### src/logic/uco_defines.svh
`ifndef UCO_DEFINES_SVH
`define UCO_DEFINES_SVH

// ********************************
// register map
// ********************************
`define UCO_REG_CTRL        8'h01
`define UCO_REG_VOLT        8'h02
`define UCO_READ_UNMAPPED   8'h00

// ********************************
// field positions
// ********************************
`define UCO_CTRL_CHG_DIS    2
`define UCO_CTRL_HIGH_Z     1
`define UCO_CTRL_BOOST_SEL  0
`define UCO_VOLT_CODE_HI    7
`define UCO_VOLT_CODE_LO    2
`define UCO_VOLT_OTG_POL    1
`define UCO_VOLT_OTG_PIN_ENABLE     0

// ********************************
// reset values
// ********************************
`define UCO_CTRL_RST        1'h0
`define UCO_VOLT_RST        8'h0A

// ********************************
// float voltage scale, millivolts
// ********************************
`define UCO_FLOAT_BASE_MV   3500
`define UCO_FLOAT_STEP_MV   20
`define UCO_FLOAT_MAX_MV    4440
`define UCO_FLOAT_CODE_MAX  6'((`UCO_FLOAT_MAX_MV - `UCO_FLOAT_BASE_MV) / `UCO_FLOAT_STEP_MV)

// ********************************
// serial bus
// ********************************
`define UCO_SLAVE_ADDR      7'h6B
`define UCO_BITS_PER_BYTE   4'h8

`endif

### src/logic/uco_pkg.sv
`default_nettype none
package uco_pkg;
	// gray codes along address, pointer, write path
	typedef enum logic [3:0] {
		UCO_ST_IDLE = 4'h0,
		UCO_ST_ADDR = 4'h1,
		UCO_ST_AACK = 4'h3,
		UCO_ST_PTR  = 4'h2,
		UCO_ST_PACK = 4'h6,
		UCO_ST_WR   = 4'h7,
		UCO_ST_WACK = 4'h5,
		UCO_ST_RD   = 4'hC,
		UCO_ST_RACK = 4'hD
	} uco_i2c_state_e;
endpackage
`default_nettype wire

### src/logic/uco_reg_if.sv
`timescale 1ns/1ps
`default_nettype none
interface uco_reg_if;
	logic       wr_stb;
	logic [7:0] addr;
	logic [7:0] wdata;
	logic [7:0] rdata;

	modport eng (
		output wr_stb,
		output addr,
		output wdata,
		input  rdata
	);
	modport regs (
		input  wr_stb,
		input  addr,
		input  wdata,
		output rdata
	);
endinterface
`default_nettype wire

### src/logic/uco_charger_otg_regs.sv
// Functional notes
// - control high-impedance bit set puts USB charger into high-impedance mode.
// - boost select zero keeps boost off unless OTG pin requests with pin enable.
// - boost select one runs boost unless high-impedance bit is set.
// - charge-disable bit disables charger; timer expiry sets it regardless of source.
// - float code in bits 7:2, 20 mV steps from 3.5 V, reset 3.54 V.
// - voltage register at address 2 resets to 0x0A; slave address D6.
// - OTG polarity bit 1 selects active-low pin at 0, active-high at 1.
// - OTG pin enable bit 0 lets an active pin start boost.
`timescale 1ns/1ps
`default_nettype none
`include "uco_defines.svh"
module uco_charger_otg_regs
	import uco_pkg::*;
(
	input  wire logic       I_CLK,
	input  wire logic       I_RST,
	input  wire logic       I_SCL,
	input  wire logic       I_SDA,
	output var  logic       O_SDA_OUT,
	output var  logic       O_SDA_OE,
	input  wire logic       I_OTG_PIN,
	input  wire logic       I_FIFTEEN_MINUTE_TIMER_EXPIRED,
	output var  logic       O_USB_HIGH_IMPEDANCE,
	output var  logic       O_USB_CHARGE_DISABLE,
	output var  logic       O_BOOST_ENABLE,
	output var  logic [5:0] O_USB_FLOAT_VOLTAGE_CODE
);
	uco_reg_if bus ();

	uco_i2c_slave u_i2c (
		.i_clk    (I_CLK),
		.i_rst    (I_RST),
		.i_scl    (I_SCL),
		.i_sda    (I_SDA),
		.o_sda_oe (O_SDA_OE),
		.bus      (bus.eng)
	);

	// ********************************
	// OTG pin synchroniser
	// ********************************
	logic [2:0] otg_sync_reg, otg_sync_next;
	logic       otg_f_reg, otg_f_next;

	always_comb begin
		otg_sync_next = {otg_sync_reg[1:0], I_OTG_PIN};
		otg_f_next    = (otg_sync_reg[1] == otg_sync_reg[2]) ? otg_sync_reg[2] : otg_f_reg;
	end

	always_ff @(posedge I_CLK) begin
		if (I_RST) begin
			otg_sync_reg <= 3'h0;
			otg_f_reg    <= 1'b0;
		end else begin
			otg_sync_reg <= otg_sync_next;
			otg_f_reg    <= otg_f_next;
		end
	end

	// ********************************
	// registers and derived controls
	// ********************************
	logic       hz_reg, hz_next;
	logic       sel_reg, sel_next;
	logic       cd_reg, cd_next;
	logic [7:0] volt_reg, volt_next;
	logic       boost_reg, boost_next;
	logic [5:0] code_reg, code_next;
	logic       otg_active;
	logic [5:0] code_field;

	assign code_field = volt_reg[`UCO_VOLT_CODE_HI:`UCO_VOLT_CODE_LO];
	// pin level counted as a request per the polarity bit
	assign otg_active = volt_reg[`UCO_VOLT_OTG_POL] ? otg_f_reg : ~otg_f_reg;

	always_comb begin
		hz_next   = hz_reg;
		sel_next  = sel_reg;
		cd_next   = cd_reg;
		volt_next = volt_reg;
		if (bus.wr_stb && bus.addr == `UCO_REG_CTRL) begin
			hz_next  = bus.wdata[`UCO_CTRL_HIGH_Z];
			sel_next = bus.wdata[`UCO_CTRL_BOOST_SEL];
			cd_next  = bus.wdata[`UCO_CTRL_CHG_DIS];
		end else if (bus.wr_stb && bus.addr == `UCO_REG_VOLT) begin
			volt_next = bus.wdata;
		end
		// expiry beats a same-cycle software clear
		if (I_FIFTEEN_MINUTE_TIMER_EXPIRED) begin
			cd_next = 1'b1;
		end
		// high impedance blocks both boost paths
		boost_next = ~hz_reg & (sel_reg | (volt_reg[`UCO_VOLT_OTG_PIN_ENABLE] & otg_active));
		// codes past the top of the scale saturate at 4.44 V
		code_next = (code_field > `UCO_FLOAT_CODE_MAX) ? `UCO_FLOAT_CODE_MAX : code_field;
	end

	always_ff @(posedge I_CLK) begin
		if (I_RST) begin
			hz_reg    <= `UCO_CTRL_RST;
			sel_reg   <= `UCO_CTRL_RST;
			cd_reg    <= `UCO_CTRL_RST;
			volt_reg  <= `UCO_VOLT_RST;
			boost_reg <= 1'b0;
			code_reg  <= 6'(`UCO_VOLT_RST >> `UCO_VOLT_CODE_LO);
		end else begin
			hz_reg    <= hz_next;
			sel_reg   <= sel_next;
			cd_reg    <= cd_next;
			volt_reg  <= volt_next;
			boost_reg <= boost_next;
			code_reg  <= code_next;
		end
	end

	always_comb begin
		if (bus.addr == `UCO_REG_CTRL) begin
			bus.rdata = {5'h00, cd_reg, hz_reg, sel_reg};
		end else if (bus.addr == `UCO_REG_VOLT) begin
			bus.rdata = volt_reg;
		end else begin
			bus.rdata = `UCO_READ_UNMAPPED;
		end
	end

	// open drain: only ever pulls low
	always_ff @(posedge I_CLK) begin
		O_SDA_OUT <= 1'b0;
	end

	assign O_USB_HIGH_IMPEDANCE     = hz_reg;
	assign O_USB_CHARGE_DISABLE     = cd_reg;
	assign O_BOOST_ENABLE           = boost_reg;
	assign O_USB_FLOAT_VOLTAGE_CODE = code_reg;
endmodule
`default_nettype wire

### src/logic/uco_i2c_slave.sv
`timescale 1ns/1ps
`default_nettype none
`include "uco_defines.svh"
module uco_i2c_slave
	import uco_pkg::*;
(
	input  wire logic i_clk,
	input  wire logic i_rst,
	input  wire logic i_scl,
	input  wire logic i_sda,
	output var  logic o_sda_oe,
	uco_reg_if.eng    bus
);
	// ********************************
	// pin synchronisers and filter
	// ********************************
	logic [2:0] scl_sync_reg, scl_sync_next;
	logic [2:0] sda_sync_reg, sda_sync_next;
	logic       scl_f_reg, scl_f_next, scl_d_reg;
	logic       sda_f_reg, sda_f_next, sda_d_reg;
	logic       rise, fall, start, stop;

	always_comb begin
		scl_sync_next = {scl_sync_reg[1:0], i_scl};
		sda_sync_next = {sda_sync_reg[1:0], i_sda};
		// a change counts only once stages two and three agree
		scl_f_next = (scl_sync_reg[1] == scl_sync_reg[2]) ? scl_sync_reg[2] : scl_f_reg;
		sda_f_next = (sda_sync_reg[1] == sda_sync_reg[2]) ? sda_sync_reg[2] : sda_f_reg;
	end

	always_ff @(posedge i_clk) begin
		if (i_rst) begin
			scl_sync_reg <= 3'h7;
			sda_sync_reg <= 3'h7;
			scl_f_reg    <= 1'b1;
			sda_f_reg    <= 1'b1;
			scl_d_reg    <= 1'b1;
			sda_d_reg    <= 1'b1;
		end else begin
			scl_sync_reg <= scl_sync_next;
			sda_sync_reg <= sda_sync_next;
			scl_f_reg    <= scl_f_next;
			sda_f_reg    <= sda_f_next;
			scl_d_reg    <= scl_f_reg;
			sda_d_reg    <= sda_f_reg;
		end
	end

	assign rise  = scl_f_reg & ~scl_d_reg;
	assign fall  = ~scl_f_reg & scl_d_reg;
	assign start = scl_f_reg & scl_d_reg & sda_d_reg & ~sda_f_reg;
	assign stop  = scl_f_reg & scl_d_reg & ~sda_d_reg & sda_f_reg;

	// ********************************
	// byte engine
	// ********************************
	uco_i2c_state_e state_reg, state_next;
	logic [3:0]     cnt_reg, cnt_next;
	logic [7:0]     sh_reg, sh_next;
	logic [7:0]     ptr_reg, ptr_next;
	logic [7:0]     wdata_reg, wdata_next;
	logic           oe_reg, oe_next;
	logic           wr_reg, wr_next;

	always_comb begin
		state_next = state_reg;
		cnt_next   = cnt_reg;
		sh_next    = sh_reg;
		ptr_next   = ptr_reg;
		wdata_next = wdata_reg;
		oe_next    = oe_reg;
		wr_next    = 1'b0;
		if (start) begin
			state_next = UCO_ST_ADDR;
			cnt_next   = 4'h0;
			oe_next    = 1'b0;
		end else if (stop) begin
			state_next = UCO_ST_IDLE;
			oe_next    = 1'b0;
		end else begin
			case (state_reg)
				UCO_ST_ADDR, UCO_ST_PTR, UCO_ST_WR: begin
					if (rise && cnt_reg != `UCO_BITS_PER_BYTE) begin
						sh_next  = {sh_reg[6:0], sda_f_reg};
						cnt_next = cnt_reg + 4'h1;
					end else if (fall && cnt_reg == `UCO_BITS_PER_BYTE) begin
						cnt_next = 4'h0;
						oe_next  = 1'b1;
						if (state_reg == UCO_ST_ADDR) begin
							// foreign address: stay silent until the next start
							if (sh_reg[7:1] == `UCO_SLAVE_ADDR) begin
								state_next = UCO_ST_AACK;
							end else begin
								state_next = UCO_ST_IDLE;
								oe_next    = 1'b0;
							end
						end else if (state_reg == UCO_ST_PTR) begin
							ptr_next   = sh_reg;
							state_next = UCO_ST_PACK;
						end else begin
							wr_next    = 1'b1;
							wdata_next = sh_reg;
							state_next = UCO_ST_WACK;
						end
					end
				end
				UCO_ST_AACK, UCO_ST_PACK, UCO_ST_WACK: begin
					if (fall) begin
						oe_next  = 1'b0;
						cnt_next = 4'h0;
						if (state_reg == UCO_ST_AACK && sh_reg[0]) begin
							state_next = UCO_ST_RD;
							sh_next    = bus.rdata;
							oe_next    = ~bus.rdata[7];
						end else if (state_reg == UCO_ST_AACK) begin
							state_next = UCO_ST_PTR;
						end else begin
							if (state_reg == UCO_ST_WACK) begin
								ptr_next = ptr_reg + 8'h01;
							end
							state_next = UCO_ST_WR;
						end
					end
				end
				UCO_ST_RD: begin
					if (rise) begin
						cnt_next = cnt_reg + 4'h1;
					end else if (fall && cnt_reg == `UCO_BITS_PER_BYTE) begin
						oe_next    = 1'b0;
						cnt_next   = 4'h0;
						ptr_next   = ptr_reg + 8'h01;
						state_next = UCO_ST_RACK;
					end else if (fall) begin
						sh_next = {sh_reg[6:0], 1'b0};
						oe_next = ~sh_reg[6];
					end
				end
				UCO_ST_RACK: begin
					// a nack ends the read; the master then sends stop
					if (rise && sda_f_reg) begin
						state_next = UCO_ST_IDLE;
					end else if (rise) begin
						cnt_next = 4'h1;
					end else if (fall && cnt_reg == 4'h1) begin
						state_next = UCO_ST_RD;
						cnt_next   = 4'h0;
						sh_next    = bus.rdata;
						oe_next    = ~bus.rdata[7];
					end
				end
				default: begin
					state_next = UCO_ST_IDLE;
				end
			endcase
		end
	end

	always_ff @(posedge i_clk) begin
		if (i_rst) begin
			state_reg <= UCO_ST_IDLE;
			cnt_reg   <= 4'h0;
			sh_reg    <= 8'h00;
			ptr_reg   <= 8'h00;
			wdata_reg <= 8'h00;
			oe_reg    <= 1'b0;
			wr_reg    <= 1'b0;
		end else begin
			state_reg <= state_next;
			cnt_reg   <= cnt_next;
			sh_reg    <= sh_next;
			ptr_reg   <= ptr_next;
			wdata_reg <= wdata_next;
			oe_reg    <= oe_next;
			wr_reg    <= wr_next;
		end
	end

	assign o_sda_oe   = oe_reg;
	assign bus.wr_stb = wr_reg;
	assign bus.addr   = ptr_reg;
	assign bus.wdata  = wdata_reg;
endmodule
`default_nettype wire

### config.mk
export PLATFORM = sky130hd
export DESIGN_NAME = uco_charger_otg_regs
export DESIGN_NICKNAME = d
export VERILOG_FILES = /design/src/logic/uco_pkg.sv /design/src/logic/uco_reg_if.sv /design/src/logic/uco_charger_otg_regs.sv /design/src/logic/uco_i2c_slave.sv
export VERILOG_INCLUDE_DIRS = /design/src /design/src/logic
export SDC_FILE = /design/constraint.sdc
export NUM_CORES = 1
export LEC_CHECK = 0
export ABC_AREA = 1
export BUFFER_PORTS_ARGS = -buffer_cell sky130_fd_sc_hd__buf_2
export CORE_MARGIN = 4
export CORE_UTILIZATION = 45
export CTS_BUF_LIST = sky130_fd_sc_hd__clkbuf_4
export CTS_CLUSTER_DIAMETER = 50
export DETAILED_ROUTE_END_ITERATION = 8
export GPL_TIMING_DRIVEN = 0
export SLEW_MARGIN = 30
export SYNTH_ARGS = -nofsm -noshare
export SYNTH_HDL_FRONTEND = slang
export SYNTH_SLANG_ARGS = --single-unit
### constraint.sdc
create_clock -name I_CLK -period 3.6 [get_ports I_CLK]
set_input_delay 0.72 -clock I_CLK [delete_from_list [all_inputs] [get_ports I_CLK]]
set_output_delay 0.72 -clock I_CLK [all_outputs]
set_load 0.01 [all_outputs]
# Yosys cells after proc, flatten, opt, wreduce, memory -nomap -nowiden

Cells that the tools add are included.

Register bits after elaboration: 66
Output and inout bits: 11
Word-level logic and storage cells: 186

$add $sub $neg: 2
Magnitude comparators: 1
Equality and inequality tests: 45
Multiplexer cells: 65
Bitwise logic cells: 26
Reduce and logical (&&, ||, !) cells: 24

Operator list:

| cell                                                            | count |
|---|---|
| 8-bit 2-to-1 mux                                                | 21 |
| 4-bit 2-to-1 mux                                                | 17 |
| 4-bit case mux with 4 select lines                              | 2 |
| 8-bit case mux with 4 select lines                              | 1 |
| 8-bit case mux with 3 select lines                              | 1 |
| 7-bit AND reduction                                             | 3 |
| 1-bit 2-to-1 mux                                                | 18 |
| 2-bit by 1-bit != test with 1-bit output, second input constant | 9 |
| 2-bit != test, second input constant                            | 8 |
| 1-bit NOT                                                       | 16 |
| 13-bit AND reduction                                            | 1 |
| 4-bit by 3-bit == test with 1-bit output, second input constant | 3 |
| 4-bit == test, second input constant                            | 3 |
| 4-bit by 1-bit != test with 1-bit output, second input constant | 3 |
| 12-bit AND reduction                                            | 1 |
| 1-bit AND                                                       | 9 |
| 3-bit by 1-bit != test with 1-bit output, second input constant | 3 |
| 9-bit AND reduction                                             | 1 |
| 3-bit OR reduction                                              | 3 |
| 8-bit by 1-bit adder with 8-bit output, second input constant   | 1 |
| 4-bit by 1-bit == test with 1-bit output, second input constant | 2 |
| 4-bit by 2-bit == test with 1-bit output, second input constant | 2 |
| 8-bit by 1-bit == test with 1-bit output, second input constant | 1 |
| 8-bit by 2-bit == test with 1-bit output, second input constant | 1 |
| 22 further kinds                                                | 33 |

# Logic depth before layout (Yosys ltp)

Word-level depth: 9
Mapped depth: 14
Gate-level depth less buffers: 12

# Cells and area by module

Synthesis repeated with hierarchy kept, for this count alone.

Cell total of the unflattened synthesis: 540
Area total of the unflattened synthesis: 3522.1 sq um

By module, submodules not included:

| module               | instances | cells each | area each (sq um) |
|---|---|---|---|
| uco_i2c_slave        | 1         | 414        | 2611.3 |
| uco_charger_otg_regs | 1         | 126        | 910.9 |

# Least setup slack after synthesis

Ideal clock, no wire load.

Path kind: register -> register
Start point: register u_i2c.cnt_reg[0]
End point: register u_i2c.sh_reg[2]
Data arrival time: 1.492 ns
Slack: 1.996 ns
Cell stages (with the launch flop): 12
Clock period less this slack: 1.604 ns
Cells stage by stage: dfxtp_1 > inv_1 > ha_1 > nand3_1 > nand2_1 > nand2_1 > nand3_1 > nor2_2 > nand3_4 > buf_6 > nor2_1 > nor2_1

Word-level cells in the longest chain between the ends: 4

Ends and longest elaborated chain:

| what                                                                                       | line                 | source |
|---|---|---|
| start, declared                                                                            | uco_i2c_slave.sv:58  | `logic [3:0] cnt_reg, cnt_next;` |
| start signal, assigned                                                                     | uco_i2c_slave.sv:169 | `cnt_reg <= cnt_next;` |
| 4-bit == test (no line), or another cell as far along                                      | n/a                  |  |
| 1-bit logical AND (on tied branches)                                                       | n/a                  |  |
| 2-bit != test (no line) / 2-bit by 1-bit != test with 1-bit output (equally long branches) | n/a                  |  |
| 12-bit AND reduction (no line) *                                                           | n/a                  |  |
| end signal, assigned                                                                       | uco_i2c_slave.sv:170 | `sh_reg <= sh_next;` |
| end, declared                                                                              | uco_i2c_slave.sv:59  | `logic [7:0] sh_reg, sh_next;` |

Mark *: on every way between the ends. The rest lies on a longest branch, timed or not.
A chain may end at the register's enable or synchronous reset.

# Worst setup path in the final report

Start point: register u_i2c.cnt_reg[0]
End point: register u_i2c.wdata_reg[1], in the netlist u_i2c.bus.wdata[1]

Word-level cells in the longest chain between the ends: 4

Ends and longest elaborated chain:

| what                            | line                 | source |
|---|---|---|
| 4-bit != test (no line)         | n/a                  |  |
| 1-bit logical AND (no line)     | n/a                  |  |
| 1-bit NOT (no line)             | n/a                  |  |
| 7-bit AND reduction (no line) * | n/a                  |  |
| end signal, assigned            | uco_i2c_slave.sv:172 | `wdata_reg <= wdata_next;` |
| end, declared                   | uco_i2c_slave.sv:61  | `logic [7:0] wdata_reg, wdata_next;` |

Marked as above.

==> results.cfg <==
[cells_and_area]
multi_input_area_um2 = 1980
drive_gt1_frac = 0.157
final_nets = 598
antennaDiodeCount = 0
fillerInstances = 848
seqCellArea_um2 = 1320
syn2layout_area_growth_pct = 9.02
stdcell_count = 693

[timing]
min_period_ns = 2.09
finalMaxSlewViolations = 0
skew_ns = 0.0106
fin_setup_tns_ns = 0
grt_setup_unrepaired = no
slew-limit-headroom = 0.633
fin_crit_sh = 0.579
finalWorstSetupSlack_ns = 1.51
holdWs_ns = 0.412
max_freq_mhz = 479
finalHoldViolations = 0
worst_pin_slew_ns = 0.550
setup_viol_count_final = 0

[global_routing]
grt_max_degree = 13
grt_antenna_before_repair = 0
grt_overflow = 0
grt_pass1_vias = 3125
grt_use_total = 0.184
grt_pass1_wl_um = 14600

[power]
finalPower_mw = 2.21
cellPowerDensity_nw_per_um2 = 546
irDropWorstVdd_mv = 0.273
cellLeakagePower_nw = 1.93

[outcome]
status = finished clean

[clocking]
cts_resized = 0
cts_sinks = 66
cts_buffer_depth = 2
cts-root-buf = clkbuf_4
cts_hold_buffers = 0
cts_buffers = 9
htree_levels = 3
cts_setup_buffers = 0
clock_latency_ns = 0.41
cts.clk_slew.worst_paths_ns = 0.11
cts_tree = yes

[flow_run]
drv_cap = 0

[synthesis]
synth_area_leaders = dfxtp_1 (36%), nand2_1 (13%), nor2_1 (8.9%)
synth_cells = 561
syn_area_um2 = 3700
syn_nets = 573
synth_warnings = 0
synth_edf_count = 0
ys_types = 37
synth_top_cell_by_area = dfxtp_1
synth-main-ff-cell = dfxtp_1
synth-seq-cells = 66
synth_top_area_share = 0.357
async_reset_ff_frac = 0
yosysSeqAreaShare = 0.357
syn-mean-instance-area_um2 = 6.60

[route]
met2_length_um = 3640
dr.pass1.iters = 4
met1Wirelength_um = 4350
wire_per_inst_um = 12.4
drc = 0
met3_length_um = 430
drt_iter0_markers = 197
totalWireLength_um = 8570
highest_layer = met4
ant_nets = 0
routed_via_density = 4.91
vias = 3406

[critical_path]
cp_max_fo = 10
cp.arrival_ns = 2.42
cpMaxStageDelayCell = dfxtp_1
crit_path_end_kind = flip-flop
cp_top_family = simple AND/OR/NAND/NOR gates
slowest_delay_ns = 0.47
worst-path-buf-inv = 3
worstSetupPathType = reg2reg
cp-start-kind = flip-flop
crit_chain = inv_1 -> ha_1 -> nand3_1 -> inv_1 -> nand3_1 -> buf_2 -> o21ai_0 -> a21oi_1
required_ns = 3.94

[min_path]
hp-class = reg2reg

[floorplanning]
dieArea_um2 = 9750
die_h_um = 98.7
rows = 32
die_w_um = 98.7
core_um2 = 7850
initial_core_util = 0.472
ios = 17

[placement]
pre_cts_ws_ns = 1.56
dp_cells = 677
io_buffer_count = 14
place_congestion = 0.927
dp_hpwl_um = 6530
-- worst min-delay path: cells and delay by family (launching register included) --
family                 cells  cell delay, ns
buffers and inverters      1            0.04
AND/OR/NAND/NOR            1            0.03
flip-flops                 1            0.31
-- report_power, final --
part / leakage [nW] / switching, mW / total [mW] / internal (mW)
clock network: 0.0737 / 0.279 / 0.490 / 0.210
registers: 0.536 / 0.0618 / 0.851 / 0.789
logic: 1.32 / 0.566 / 0.866 / 0.301
total: 1.93 / 0.907 / 2.21 / 1.30
-- cell families (layout without fill, tap and decap cells) --
group                      after synthesis  count (layout)  synth area share
AOI/OAI and AO/OA                       83              83             0.122
xor gates and xnor gates                 6               6            0.0142
DFF                                     66              66             0.357
other                                    1               1           0.00101
and+or+nand+nor                        301             301             0.376
adders and majority gates                6               6            0.0203
buffers and inverters                   98             128             0.110
-- stage by stage --
| step | util | instance area, um2 |
|---|---|---|
| 2_1_floorplan | - | 3700 |
| 3_3_place_gp | 0.497 | 3900 |
| 3_5_place_dp | 0.497 | 3900 |
| 4_1_cts | 0.515 | 4040 |
| 5_1_grt | 0.515 | 4040 |
| 6_report | 0.515 | 4040 |
-- cells in the final DEF (no fill, tap or decap), types with 9 or more instances in the layout --
master and n:
a21oi_1 31, buf_2 20, clkbuf_4 9, dfxtp_1 66, inv_1 72, inv_2 10
nand2_1 129, nand2_2 9, nand3_1 33, nor2_1 88, o21ai_0 42
-- synth_stat cells (2+ instances only) --
cell        n
nor3_1      3
a21oi_1    31
nand2_1   129
nor2_1     88
or2_2       8
xor2_1      4
nand3b_1    2
nor2_4      3
nand2_4     5
nand2_2     9
nand3_2     3
nand3_4     2
nand3_1    33
o211ai_1    3
buf_4       2
o21ai_0    42
ha_1        6
dfxtp_1    66
buf_6       3
inv_1      72
buf_2       6
xnor2_1     2
nor2_2      8
nand4_1     5
a211oi_1    2
clkbuf_1    4
inv_2      10
-- layout make-up --
class	instances	share of cell area
multi-input cells	397	0.489
inverters	83	0.0778
flip-flops and latches	66	0.327
plain buffers	15	0.0232
well taps	102	0.0316
repair buffers	14	0.0173
clock inverters	7	0.0170
clock buffers	9	0.0167
-- path summary, 6_finish.rpt --
| path | startpoint | end | slack, ns | cells past startpoint |
|---|---|---|---|---|
| setup reg to reg | u_i2c.cnt_reg[0]$_SDFFE_PP0P_ | u_i2c.bus.wdata[1]$_SDFFE_PP0P_ | 1.51 | 8 |
| hold / removal | otg_sync_reg[0]$_SDFF_PP0_ | otg_sync_reg[1]$_SDFF_PP0_ | 0.41 | 2 |
| hold reg to reg | otg_sync_reg[0]$_SDFF_PP0_ | otg_sync_reg[1]$_SDFF_PP0_ | 0.41 | 2 |
| setup / recovery | u_i2c.cnt_reg[0]$_SDFFE_PP0P_ | u_i2c.bus.wdata[1]$_SDFFE_PP0P_ | 1.51 | 8 |
-- routing by layer --
metal	vias to the layer above	global-route usage
met5	-	0
met4	0	0.0431
met3	18	0.0446
met2	84	0.284
met1	1502	0.259
li1	1802	-
No activity file was read; power rests on OpenSTA's default activity.
